### src/hw/fpzl_pkg.sv
/*
  Package of the fan PWM and zone limit control block: register offsets,
  reset values, field positions, mode codes and timing figures.
  Assumes a single 40 MHz device clock; nothing else is shared.
*/
package fpzl_pkg;

  // ==========================================================================
  // Register offsets on the register access port.
  localparam logic [7:0] OFS_LIVE_DUTY   = 8'h30;
  localparam logic [7:0] OFS_Z1_LOWER    = 8'h4e;
  localparam logic [7:0] OFS_Z1_UPPER    = 8'h4f;
  localparam logic [7:0] OFS_Z2_LOWER    = 8'h50;
  localparam logic [7:0] OFS_Z2_UPPER    = 8'h51;
  localparam logic [7:0] OFS_FLOOR_LOW   = 8'h54;
  localparam logic [7:0] OFS_FLOOR_HIGH  = 8'h55;
  localparam logic [7:0] OFS_FAN_CFG     = 8'h5c;

  // ==========================================================================
  // Values after reset.
  localparam logic [7:0] RST_LIVE_DUTY   = 8'hff;
  localparam logic [7:0] RST_MANUAL_DUTY = 8'hff;
  localparam logic [7:0] RST_LOWER       = 8'h81;
  localparam logic [7:0] RST_UPPER       = 8'h7f;
  localparam logic [7:0] RST_FLOOR_BYTE  = 8'hff;
  localparam logic [7:0] RST_FAN_CFG     = 8'h62;
  localparam logic [7:0] RST_RDATA       = 8'h00;

  // ==========================================================================
  // Duty encoding and special values.
  localparam logic [7:0]  DUTY_ZERO      = 8'h00;
  localparam logic [7:0]  DUTY_FULL      = 8'hff;
  localparam logic [15:0] FLOOR_NEVER    = 16'hffff;

  // ==========================================================================
  // Field positions inside the fan configuration register.
  localparam int SRC_SEL_MSB  = 7;
  localparam int SRC_SEL_LSB  = 5;
  localparam int POL_FLIP_BIT = 4;
  localparam int SPIN_MSB     = 2;
  localparam int SPIN_LSB     = 0;

  // Codes of the three-bit source select field.
  localparam logic [2:0] SRC_ZONE1    = 3'h0;
  localparam logic [2:0] SRC_ZONE2    = 3'h1;
  localparam logic [2:0] SRC_RESERVED = 3'h2;
  localparam logic [2:0] SRC_FULL     = 3'h3;
  localparam logic [2:0] SRC_DISABLED = 3'h4;
  localparam logic [2:0] SRC_ZONE2_B  = 3'h5;
  localparam logic [2:0] SRC_HOTTEST  = 3'h6;
  localparam logic [2:0] SRC_MANUAL   = 3'h7;

  // ==========================================================================
  // Timing: clock rate, one millisecond in cycles, spin-up times in ms.
  localparam int CLK_HZ        = 40000000;
  localparam int MS_PER_S      = 1000;
  localparam int MS_CYCLES     = CLK_HZ / MS_PER_S;
  localparam int SPIN_MS_0     = 0;
  localparam int SPIN_MS_1     = 100;
  localparam int SPIN_MS_2     = 250;
  localparam int SPIN_MS_3     = 400;
  localparam int SPIN_MS_4     = 700;
  localparam int SPIN_MS_5     = 1000;
  localparam int SPIN_MS_6     = 2000;
  localparam int SPIN_MS_7     = 4000;
  localparam logic [31:0] SPIN_CNT_ZERO = 32'h0000_0000;
  localparam logic [7:0]  PWM_CNT_ZERO  = 8'h00;

  // Spin-up state of the fan.
  typedef enum logic [1:0] {FPZL_STOPPED, FPZL_SPINUP, FPZL_RUNNING} fpzl_spin_t;

endpackage

### src/hw/fpzl_pwm_gen.sv
/*
  PWM waveform generator for the fan output. Takes a requested duty and
  the polarity flip, and produces the pin level from a flip-flop.
  Assumes the requested duty is stable or changes only between periods
  of interest; it is taken at the period boundary.
*/
`timescale 1ns/10ps

module fpzl_pwm_gen (
  input  wire logic       clk,         // Device clock.
  input  wire logic       rst_n,       // Asynchronous reset, active low.
  input  wire logic [7:0] duty_req,    // Requested duty, 8-bit fraction.
  input  wire logic       pol_flip,    // Invert the output when set.
  input  wire logic       hold_idle,   // Hold the inactive level.
  input  wire logic       hold_high,   // Hold the pin high for a tach reading.
  output logic            pwm_pin,     // Pin level.
  output logic            period_end   // Pulse on the next-to-last count of a period.
);

  // ==========================================================================
  // Period counter and latched duty.
  logic [7:0] cnt;
  logic [7:0] duty_act;
  logic       active;
  logic       next_pin;

  // New duty is latched on period_end and takes effect one count before the wrap.
  always_ff @(posedge clk or negedge rst_n) begin
    if (!rst_n) begin
      cnt      <= fpzl_pkg::PWM_CNT_ZERO;
      duty_act <= fpzl_pkg::DUTY_FULL;
      pwm_pin  <= 1'b1;
    end else begin
      cnt     <= cnt + 8'h01;
      pwm_pin <= next_pin;
      if (period_end) begin
        duty_act <= duty_req;
      end
    end
  end

  assign period_end = (cnt == 8'hfe);

  // Full duty is a constant level; otherwise high for duty of 256 counts.
  assign active   = (duty_act == fpzl_pkg::DUTY_FULL) || (cnt < duty_act);
  assign next_pin = hold_high ? 1'b1 :
                    hold_idle ? pol_flip :
                    (active ^ pol_flip);

endmodule

### src/hw/fpzl_top.sv
/*
  Fan PWM and zone limit control: the register file of the fan block,
  zone limit comparison, tachometer floor check, source selection,
  spin-up and the PWM output to the fan.
  Assumes register accesses arrive already decoded from the two-wire
  interface as one-cycle read and write strobes, that zone temperatures
  and tachometer counts come with one-cycle valid pulses, and that the
  automatic duty per zone is computed outside this block.
*/
`timescale 1ns/10ps

module fpzl_top #(
  parameter int SPIN_MS_CYCLES = fpzl_pkg::MS_CYCLES  // Cycles in one millisecond.
) (
  input  wire logic              CLK,           // Device clock, 40 MHz.
  input  wire logic              RST_N,         // Asynchronous reset, active low.
  input  wire logic [7:0]        REG_ADDR,      // Register offset.
  input  wire logic [7:0]        REG_WDATA,     // Write data.
  input  wire logic              REG_WR,        // Write strobe, one cycle.
  input  wire logic              REG_RD,        // Read strobe, one cycle.
  output logic      [7:0]        REG_RDATA,     // Read data, one cycle after strobe.
  input  wire logic              APPLY_SETTINGS,// Use programmed settings.
  input  wire logic              LOCK_SET,      // Pulse that sets the lock latch.
  input  wire logic              FORCE_FULL_DUTY, // Override to full duty.
  input  wire logic              TACH_3WIRE_EN, // Three-wire tach measurement.
  input  wire logic              TACH_SAMPLING, // A tach reading is being taken.
  input  wire logic signed [7:0] ZONE1_TEMP,    // Remote diode temperature.
  input  wire logic signed [7:0] ZONE2_TEMP,    // On-die temperature.
  input  wire logic              TEMP_VALID,    // New temperatures, one cycle.
  input  wire logic [7:0]        ZONE1_AUTO_DUTY, // Automatic duty for zone 1.
  input  wire logic [7:0]        ZONE2_AUTO_DUTY, // Automatic duty for zone 2.
  input  wire logic [15:0]       TACH_COUNT,    // Tachometer reading.
  input  wire logic              TACH_VALID,    // New tach reading, one cycle.
  input  wire logic              STATUS_CLEAR,  // Clears the status flags.
  output logic                   ZONE1_LIMIT_FLAG, // Zone 1 out of bounds.
  output logic                   ZONE2_LIMIT_FLAG, // Zone 2 out of bounds.
  output logic                   FAN_SLOW_FLAG, // Tach below floor.
  output logic                   WRITE_LOCKED,  // Lock latch state.
  output logic                   FAN_PWM        // Fan drive pin.
);

  // ==========================================================================
  // Register storage.
  logic [7:0] live_fan_duty;
  logic [7:0] manual_duty;
  logic [7:0] zone1_lower_bound;
  logic [7:0] zone1_upper_bound;
  logic [7:0] zone2_lower_bound;
  logic [7:0] zone2_upper_bound;
  logic [7:0] speed_floor_low_byte;
  logic [7:0] speed_floor_high_byte;
  logic [7:0] fan_source_and_startup;
  logic       lock_latch;

  // ==========================================================================
  // Configuration in effect and mode decode.
  logic [7:0] cfg_used;
  logic [2:0] fan_source_select;
  logic       output_polarity_flip;
  logic [2:0] spin_sel;
  logic       mode_disabled;
  logic       mode_manual;
  logic [7:0] hottest_duty;
  logic [7:0] source_duty;
  logic [7:0] next_live_duty;

  // Stored value follows writes while unlocked; it is only used once applied.
  assign cfg_used             = APPLY_SETTINGS ? fan_source_and_startup
                                               : fpzl_pkg::RST_FAN_CFG;
  assign fan_source_select    = cfg_used[fpzl_pkg::SRC_SEL_MSB:fpzl_pkg::SRC_SEL_LSB];
  assign output_polarity_flip = cfg_used[fpzl_pkg::POL_FLIP_BIT];
  assign spin_sel             = cfg_used[fpzl_pkg::SPIN_MSB:fpzl_pkg::SPIN_LSB];
  assign mode_disabled        = (fan_source_select == fpzl_pkg::SRC_DISABLED);
  assign mode_manual          = (fan_source_select == fpzl_pkg::SRC_MANUAL);

  // Duties are compared, not temperatures, so each zone's own curve counts.
  assign hottest_duty = (ZONE1_AUTO_DUTY > ZONE2_AUTO_DUTY) ? ZONE1_AUTO_DUTY
                                                            : ZONE2_AUTO_DUTY;

  // Source selection. Reserved code runs the fan full as the safe choice.
  always_comb begin
    unique case (fan_source_select)
      fpzl_pkg::SRC_ZONE1:    source_duty = ZONE1_AUTO_DUTY;
      fpzl_pkg::SRC_ZONE2,
      fpzl_pkg::SRC_ZONE2_B:  source_duty = ZONE2_AUTO_DUTY;
      fpzl_pkg::SRC_RESERVED: source_duty = fpzl_pkg::DUTY_FULL;
      fpzl_pkg::SRC_FULL:     source_duty = fpzl_pkg::DUTY_FULL;
      fpzl_pkg::SRC_DISABLED: source_duty = fpzl_pkg::DUTY_ZERO;
      fpzl_pkg::SRC_HOTTEST:  source_duty = hottest_duty;
      fpzl_pkg::SRC_MANUAL:   source_duty = manual_duty;
    endcase
  end

  // ==========================================================================
  // Spin-up of a stationary fan.
  fpzl_pkg::fpzl_spin_t spin_state;
  fpzl_pkg::fpzl_spin_t next_spin_state;
  logic [31:0]          spin_cnt;
  logic [31:0]          next_spin_cnt;
  logic [31:0]          spin_ms;
  logic [31:0]          spin_load;
  logic                 wants_run;

  // Table of spin-up times; the product stays well below 2**31 at 40 MHz.
  always_comb begin
    unique case (spin_sel)
      3'h0:    spin_ms = 32'(fpzl_pkg::SPIN_MS_0);
      3'h1:    spin_ms = 32'(fpzl_pkg::SPIN_MS_1);
      3'h2:    spin_ms = 32'(fpzl_pkg::SPIN_MS_2);
      3'h3:    spin_ms = 32'(fpzl_pkg::SPIN_MS_3);
      3'h4:    spin_ms = 32'(fpzl_pkg::SPIN_MS_4);
      3'h5:    spin_ms = 32'(fpzl_pkg::SPIN_MS_5);
      3'h6:    spin_ms = 32'(fpzl_pkg::SPIN_MS_6);
      3'h7:    spin_ms = 32'(fpzl_pkg::SPIN_MS_7);
    endcase
  end

  assign spin_load = 32'(spin_ms * 32'(SPIN_MS_CYCLES));
  assign wants_run = !mode_disabled && (source_duty != fpzl_pkg::DUTY_ZERO);

  // A fan that was asked to stop is assumed stationary when asked to run again.
  always_comb begin
    next_spin_state = spin_state;
    next_spin_cnt   = spin_cnt;
    unique case (spin_state)
      fpzl_pkg::FPZL_STOPPED: begin
        if (wants_run && (spin_load != fpzl_pkg::SPIN_CNT_ZERO)) begin
          next_spin_state = fpzl_pkg::FPZL_SPINUP;
          next_spin_cnt   = spin_load;
        end else if (wants_run) begin
          next_spin_state = fpzl_pkg::FPZL_RUNNING;
        end
      end
      fpzl_pkg::FPZL_SPINUP: begin
        if (!wants_run) begin
          next_spin_state = fpzl_pkg::FPZL_STOPPED;
          next_spin_cnt   = fpzl_pkg::SPIN_CNT_ZERO;
        end else if (spin_cnt <= 32'h0000_0001) begin
          next_spin_state = fpzl_pkg::FPZL_RUNNING;
          next_spin_cnt   = fpzl_pkg::SPIN_CNT_ZERO;
        end else begin
          next_spin_cnt   = spin_cnt - 32'h0000_0001;
        end
      end
      fpzl_pkg::FPZL_RUNNING: begin
        if (!wants_run) begin
          next_spin_state = fpzl_pkg::FPZL_STOPPED;
        end
      end
    endcase
  end

  // Reset leaves the fan treated as running: it already starts at full duty.
  always_ff @(posedge CLK or negedge RST_N) begin
    if (!RST_N) begin
      spin_state <= fpzl_pkg::FPZL_RUNNING;
      spin_cnt   <= fpzl_pkg::SPIN_CNT_ZERO;
    end else begin
      spin_state <= next_spin_state;
      spin_cnt   <= next_spin_cnt;
    end
  end

  // ==========================================================================
  // Live duty: override first, then spin-up, then the selected source.
  assign next_live_duty = FORCE_FULL_DUTY ? fpzl_pkg::DUTY_FULL :
                          (next_spin_state == fpzl_pkg::FPZL_SPINUP) ? fpzl_pkg::DUTY_FULL :
                          source_duty;

  // Reset value is full duty so the fan is safe before software acts.
  always_ff @(posedge CLK or negedge RST_N) begin
    if (!RST_N) begin
      live_fan_duty <= fpzl_pkg::RST_LIVE_DUTY;
    end else begin
      live_fan_duty <= next_live_duty;
    end
  end

  // ==========================================================================
  // Register write decode.
  logic wr_live;
  logic wr_z1_lo;
  logic wr_z1_hi;
  logic wr_z2_lo;
  logic wr_z2_hi;
  logic wr_fl_lo;
  logic wr_fl_hi;
  logic wr_cfg;

  assign wr_live  = REG_WR && (REG_ADDR == fpzl_pkg::OFS_LIVE_DUTY) && mode_manual;
  assign wr_z1_lo = REG_WR && (REG_ADDR == fpzl_pkg::OFS_Z1_LOWER);
  assign wr_z1_hi = REG_WR && (REG_ADDR == fpzl_pkg::OFS_Z1_UPPER);
  assign wr_z2_lo = REG_WR && (REG_ADDR == fpzl_pkg::OFS_Z2_LOWER);
  assign wr_z2_hi = REG_WR && (REG_ADDR == fpzl_pkg::OFS_Z2_UPPER);
  assign wr_fl_lo = REG_WR && (REG_ADDR == fpzl_pkg::OFS_FLOOR_LOW);
  assign wr_fl_hi = REG_WR && (REG_ADDR == fpzl_pkg::OFS_FLOOR_HIGH);
  assign wr_cfg   = REG_WR && (REG_ADDR == fpzl_pkg::OFS_FAN_CFG) && !lock_latch;

  // Bounds and floor ignore the lock; the configuration honours it.
  always_ff @(posedge CLK or negedge RST_N) begin
    if (!RST_N) begin
      manual_duty            <= fpzl_pkg::RST_MANUAL_DUTY;
      zone1_lower_bound      <= fpzl_pkg::RST_LOWER;
      zone1_upper_bound      <= fpzl_pkg::RST_UPPER;
      zone2_lower_bound      <= fpzl_pkg::RST_LOWER;
      zone2_upper_bound      <= fpzl_pkg::RST_UPPER;
      speed_floor_low_byte   <= fpzl_pkg::RST_FLOOR_BYTE;
      speed_floor_high_byte  <= fpzl_pkg::RST_FLOOR_BYTE;
      fan_source_and_startup <= fpzl_pkg::RST_FAN_CFG;
    end else begin
      if (wr_live)  manual_duty            <= REG_WDATA;
      if (wr_z1_lo) zone1_lower_bound      <= REG_WDATA;
      if (wr_z1_hi) zone1_upper_bound      <= REG_WDATA;
      if (wr_z2_lo) zone2_lower_bound      <= REG_WDATA;
      if (wr_z2_hi) zone2_upper_bound      <= REG_WDATA;
      if (wr_fl_lo) speed_floor_low_byte   <= REG_WDATA;
      if (wr_fl_hi) speed_floor_high_byte  <= REG_WDATA;
      if (wr_cfg)   fan_source_and_startup <= REG_WDATA;
    end
  end

  // Lock only sets; nothing but reset (power removal) clears it.
  always_ff @(posedge CLK or negedge RST_N) begin
    if (!RST_N) begin
      lock_latch <= 1'b0;
    end else if (LOCK_SET) begin
      lock_latch <= 1'b1;
    end
  end

  // ==========================================================================
  // Register read path; unmapped offsets read zero.
  logic [7:0] rd_mux;

  always_comb begin
    unique case (REG_ADDR)
      fpzl_pkg::OFS_LIVE_DUTY:  rd_mux = live_fan_duty;
      fpzl_pkg::OFS_Z1_LOWER:   rd_mux = zone1_lower_bound;
      fpzl_pkg::OFS_Z1_UPPER:   rd_mux = zone1_upper_bound;
      fpzl_pkg::OFS_Z2_LOWER:   rd_mux = zone2_lower_bound;
      fpzl_pkg::OFS_Z2_UPPER:   rd_mux = zone2_upper_bound;
      fpzl_pkg::OFS_FLOOR_LOW:  rd_mux = speed_floor_low_byte;
      fpzl_pkg::OFS_FLOOR_HIGH: rd_mux = speed_floor_high_byte;
      fpzl_pkg::OFS_FAN_CFG:    rd_mux = fan_source_and_startup;
      default:                  rd_mux = 8'h00;
    endcase
  end

  // Read data holds until the next read strobe.
  always_ff @(posedge CLK or negedge RST_N) begin
    if (!RST_N) begin
      REG_RDATA <= fpzl_pkg::RST_RDATA;
    end else if (REG_RD) begin
      REG_RDATA <= rd_mux;
    end
  end

  // ==========================================================================
  // Zone limit checks, taken on each new temperature sample.
  logic z1_out;
  logic z2_out;
  logic [15:0] speed_floor;
  logic fan_slow;

  // Zone 1 is the remote diode input, zone 2 the on-die sensor.
  assign z1_out = (ZONE1_TEMP > $signed(zone1_upper_bound)) ||
                  (ZONE1_TEMP < $signed(zone1_lower_bound));
  assign z2_out = (ZONE2_TEMP > $signed(zone2_upper_bound)) ||
                  (ZONE2_TEMP < $signed(zone2_lower_bound));

  // Alarm masked when the fan is meant to be still or the floor is disarmed.
  assign speed_floor = {speed_floor_high_byte, speed_floor_low_byte};
  assign fan_slow    = (TACH_COUNT < speed_floor) &&
                       (live_fan_duty != fpzl_pkg::DUTY_ZERO) &&
                       !mode_disabled &&
                       (speed_floor != fpzl_pkg::FLOOR_NEVER);

  // Flags are sticky; a new event in the clear cycle wins over the clear.
  always_ff @(posedge CLK or negedge RST_N) begin
    if (!RST_N) begin
      ZONE1_LIMIT_FLAG <= 1'b0;
      ZONE2_LIMIT_FLAG <= 1'b0;
      FAN_SLOW_FLAG    <= 1'b0;
    end else begin
      if (TEMP_VALID && z1_out) begin
        ZONE1_LIMIT_FLAG <= 1'b1;
      end else if (STATUS_CLEAR) begin
        ZONE1_LIMIT_FLAG <= 1'b0;
      end
      if (TEMP_VALID && z2_out) begin
        ZONE2_LIMIT_FLAG <= 1'b1;
      end else if (STATUS_CLEAR) begin
        ZONE2_LIMIT_FLAG <= 1'b0;
      end
      if (TACH_VALID && fan_slow) begin
        FAN_SLOW_FLAG <= 1'b1;
      end else if (STATUS_CLEAR) begin
        FAN_SLOW_FLAG <= 1'b0;
      end
    end
  end

  // Lock state mirrored to a port for the status logic around the block.
  always_ff @(posedge CLK or negedge RST_N) begin
    if (!RST_N) begin
      WRITE_LOCKED <= 1'b0;
    end else begin
      WRITE_LOCKED <= lock_latch;
    end
  end

  // ==========================================================================
  // PWM output. The tach hold raises low duties and may be heard.
  logic hold_idle;
  logic hold_high;

  assign hold_idle = mode_disabled && !FORCE_FULL_DUTY;
  assign hold_high = TACH_3WIRE_EN && TACH_SAMPLING;

  fpzl_pwm_gen u_pwm (
    .clk        (CLK),
    .rst_n      (RST_N),
    .duty_req   (live_fan_duty),
    .pol_flip   (output_polarity_flip),
    .hold_idle  (hold_idle),
    .hold_high  (hold_high),
    .pwm_pin    (FAN_PWM),
    .period_end ()
  );

endmodule
### config.mk
export PLATFORM = sky130hd
export DESIGN_NAME = fpzl_top
export DESIGN_NICKNAME = d
export VERILOG_FILES = /design/src/hw/fpzl_pkg.sv /design/src/hw/fpzl_pwm_gen.sv /design/src/hw/fpzl_top.sv
export SDC_FILE = /design/constraint.sdc
export NUM_CORES = 1
export LEC_CHECK = 0
export BUFFER_PORTS_ARGS = -buffer_cell sky130_fd_sc_hd__buf_2
export CAP_MARGIN = 20
export CORE_UTILIZATION = 44
export DETAILED_ROUTE_END_ITERATION = 8
export MAX_ROUTING_LAYER = met4
export PLACE_DENSITY = 0.62
export SLEW_MARGIN = 15
export SYNTH_ARGS = -nofsm -noshare
export SYNTH_HDL_FRONTEND = slang
export SYNTH_SLANG_ARGS = --single-unit
### constraint.sdc
create_clock -name CLK -period 5.3 [get_ports CLK]
set_input_delay 0.53 -clock CLK [delete_from_list [all_inputs] [get_ports CLK]]
set_output_delay 0.53 -clock CLK [all_outputs]
set_load 0.01 [all_outputs]
==> impl_metrics.ini <==
[status]
status = finished clean

[setup_path]
cpMostUsedCell = ha_1
cp.required_ps = 5590
cp_slowest_cell = dfstp_2
cp-startpoint = fan_source_and_startup[1]
critical-path-top-delay-family = adder cells
endpoint_kind = flop
critPathBufInv = 6
crit_fanout = 20
path_depth = 24
max_stage_delay_ps = 530
crit_chain = nand2b_4 -> buf_12 -> ha_4 -> mux2i_4 -> buf_4 -> buf_4 -> ha_1 -> a211o_1 -> ha_1 -> ha_1 -> ha_1 -> a21o_1 -> ha_4 -> buf_4 -> nand3_2 -> or3b_4 -> o21ai_4 -> a221oi_4 -> nor4_4 -> nand4_2 -> a31oi_4 -> buf_12 -> clkbuf_16 -> o31ai_1
start_kind = flop
r2r_start = fan_source_and_startup[1]
crit_type = flop to flop
crit_arrival_ps = 5520
reg2reg_depth = 24
regToRegSetupSlack_ps = 70
r2r-end = spin_cnt[1]
crit_path_end = spin_cnt[1]

[yosys]
synth_edf_count = 0
ys_ff_latch = 136
syn_inst = 1164
syn-num-nets = 1369
yosysWarnings = 0
syn_area_sq_um = 10400
async_flop_share_pct = 100
synth_ff_type = dfrtp_1
ys_types = 70
syn_area_per_cell_sq_um = 8.95
ys_seq_area_share_pct = 33.4

[sta]
fin_skew_ps = 18.2
hold_viol_final = 0
worstMarginPinSlew_ps = 900
finalCritPeriodShare_pct = 98.7
max_freq_mhz = 191
rsz0062_at_grt = true
hold_ws_ps = 157
max_slew_margin_pct = 39.5
drv_slew = 0
setup_viol = 0
setup_ws_ps = 67.4
period_needed_ps = 5230

[power_and_ir_drop]
p_per_area_nw_per_um2 = 280
leakage_nw = 5.76
ir_drop_uv = 239
total_power_mw = 3.61

[placement]
gp_congestion = 0.867
dpl.hpwl_um = 22600
port_buffers = 88
place_ws_ps = -272

[layout]
drive_above_1_share_pct = 30.3
fin_nets = 1524
largest_reg_flops = 32
top_register = spin_cnt
multi_input_area_sq_um = 6820
seqCellArea_sq_um = 3480
nFillCells = 2088
syn_to_final_growth_pct = 23.5

[clock_tree]
cts_tree = done
htreeDepth = 4
cts-buffers-inserted = 17
clkLatencyLatePin_ps = 430
cts.sinks = 136
clkSlewWorstSetupHoldPaths_ps = 60
clk_path_buf_depth = 2
cts_root_buffer = clkbuf_16

[floorplanning]
dieArea_sq_um = 24300
num_rows = 55
core_sq_um = 22900
ioPinCount = 89
start_util_pct = 45.5
die_h_um = 156
die_w_um = 156

[global_route]
grt_pass1_vias = 9148
grt_max_degree = 84
grt_use_total_pct = 25.5
grt_pass1_wl_um = 47100
antenna_found_initial = 1
overflow = 0

[detailed_routing]
drt-wirelength-per-cell_um = 18.1
drt_wl_total_um = 29800
postRouteAntennaNets = 0
route.detailed.drc = 0
route.vias.total = 9381
drt_iter0_markers = 801
vias_per_cell = 5.70
drtPass1Iterations = 5

[flow_run]
maxCapViolations = 0

[worst_hold_path]
hp-class = primary input to async pin
[placed cells by master, fill, tap and decap left out, types with 7 or more instances in the layout]
| cell type | count |
|---|---|
| a21oi_1 | 42 |
| nand2_1 | 67 |
| a21boi_0 | 9 |
| xnor2_1 | 18 |
| a22oi_1 | 27 |
| nor3_1 | 21 |
| clkbuf_16 | 19 |
| ha_4 | 15 |
| o21ai_0 | 48 |
| dfstp_2 | 63 |
| dfrtp_1 | 73 |
| o21a_1 | 7 |
| o21ai_1 | 46 |
| and3_1 | 10 |
| nand3_1 | 27 |
| a21o_1 | 22 |
| a32oi_1 | 7 |
| or3_1 | 7 |
| a31oi_1 | 11 |
| a221oi_1 | 9 |
| nand4_1 | 20 |
| ha_1 | 107 |
| inv_1 | 96 |
| nor4_1 | 13 |
| buf_4 | 84 |
| o22ai_1 | 18 |
| mux2_2 | 59 |
| nor2b_1 | 10 |
| nand2b_1 | 31 |
| buf_2 | 88 |
| o211ai_1 | 7 |
| and2_1 | 8 |
| nor2_1 | 98 |
| a211oi_1 | 18 |
[layout make-up]
| type | count | area share [%] |
|---|---|---|
| diodes | 1 | 0.0194 |
| clock buffers | 18 | 3.33 |
| clock inverters | 14 | 1.03 |
| inverters | 100 | 2.95 |
| multi-input cells | 882 | 53.0 |
| flip-flops and latches | 136 | 27.1 |
| well taps | 313 | 3.04 |
| repair buffers | 182 | 9.59 |
[cells by family (layout without fill, tap and decap cells)]
group / after synthesis / count (layout) / synth area share [%]
AOI/OAI and AO/OA: 316 / 316 / 19.6
xor gates and xnor gates: 27 / 27 / 2.27
adders and majority gates: 129 / 129 / 15.8
buffers and inverters: 146 / 314 / 5.47
DFF: 136 / 136 / 33.4
muxes: 64 / 64 / 6.87
other: 0 / 1 / 0
and+or+nand+nor: 346 / 346 / 16.5
[where the power goes]
group | total (mW) | leakage, nW | internal, mW | switching (mW)
Sequential | 1.27 | 1.58 | 1.16 | 0.106
Combinational | 1.21 | 3.90 | 0.498 | 0.709
Clock | 1.13 | 0.270 | 0.619 | 0.513
[per-layer routing]
layer / vias to the layer above / track usage [%] / wire length (um)
li1: 4558 / - / -
met1: 4552 / 31.5 / 13000
met2: 219 / 42.8 / 14900
met3: 52 / 3.56 / 1040
met4: 0 / 8.68 / 780
met5: - / - / 0
[synthesized netlist by cell type (12+ instances only)]
| cell | count | share of area (%) |
|---|---|---|
| nand4_1 | 20 | 1.2 |
| a211oi_1 | 19 | 1.4 |
| ha_1 | 124 | 15 |
| dfstp_2 | 63 | 16 |
| dfrtp_1 | 73 | 18 |
| nor4_1 | 15 | 0.90 |
| inv_1 | 97 | 3.5 |
| a21o_1 | 22 | 1.6 |
| nand2_1 | 68 | 2.4 |
| buf_2 | 15 | 0.72 |
| clkbuf_1 | 27 | 0.97 |
| a21oi_1 | 49 | 2.4 |
| mux2_2 | 60 | 6.5 |
| nand3_1 | 29 | 1.4 |
| a31oi_1 | 12 | 0.72 |
| xnor2_1 | 20 | 1.7 |
| nor2_1 | 98 | 3.5 |
| o21ai_1 | 18 | 0.86 |
| a22oi_1 | 27 | 1.9 |
| o22ai_1 | 18 | 1.1 |
| o21ai_0 | 79 | 3.8 |
| nand2b_1 | 32 | 1.9 |
| nor3_1 | 23 | 1.1 |
[worst min-delay path by stage]
stage          slack (ps)        from  cells after the start            end
2_1_floorplan         230       RST_N                      0  FAN_SLOW_FLAG
3_3_place_gp          380  lock_latch                      0   WRITE_LOCKED
3_5_place_dp          380  lock_latch                      0   WRITE_LOCKED
4_1_cts               190       RST_N                      1   spin_cnt[22]
5_1_grt               210       RST_N                      1   spin_cnt[30]
6_report              160       RST_N                      1   spin_cnt[29]
[repair_timing]
| item | CTS | global route |
|---|---|---|
| pin swaps | 2 | 19 |
| buffers inserted | 1 | 5 |
| gates cloned | 0 | 3 |
| hold buffers | 0 | 0 |
| resized for setup | 2 | 46 |
| setup endpoints to repair | 6 | 41 |
[per-stage QoR]
step | instance area [sq um] | setup TNS (ps) | utilization (%) | cells
6_report | 12900 | 0 | 56.2 | 1646
5_1_grt | 12900 | -2830 | 56.2 | 1646
4_1_cts | 12500 | 0 | 54.5 | 1636
3_5_place_dp | 11900 | -4830 | 52.0 | 1603
3_3_place_gp | 11900 | -1500 | 52.0 | 1603
2_1_floorplan | 10700 | -1000 | - | 1164
No activity file was read; power rests on OpenSTA's default activity.
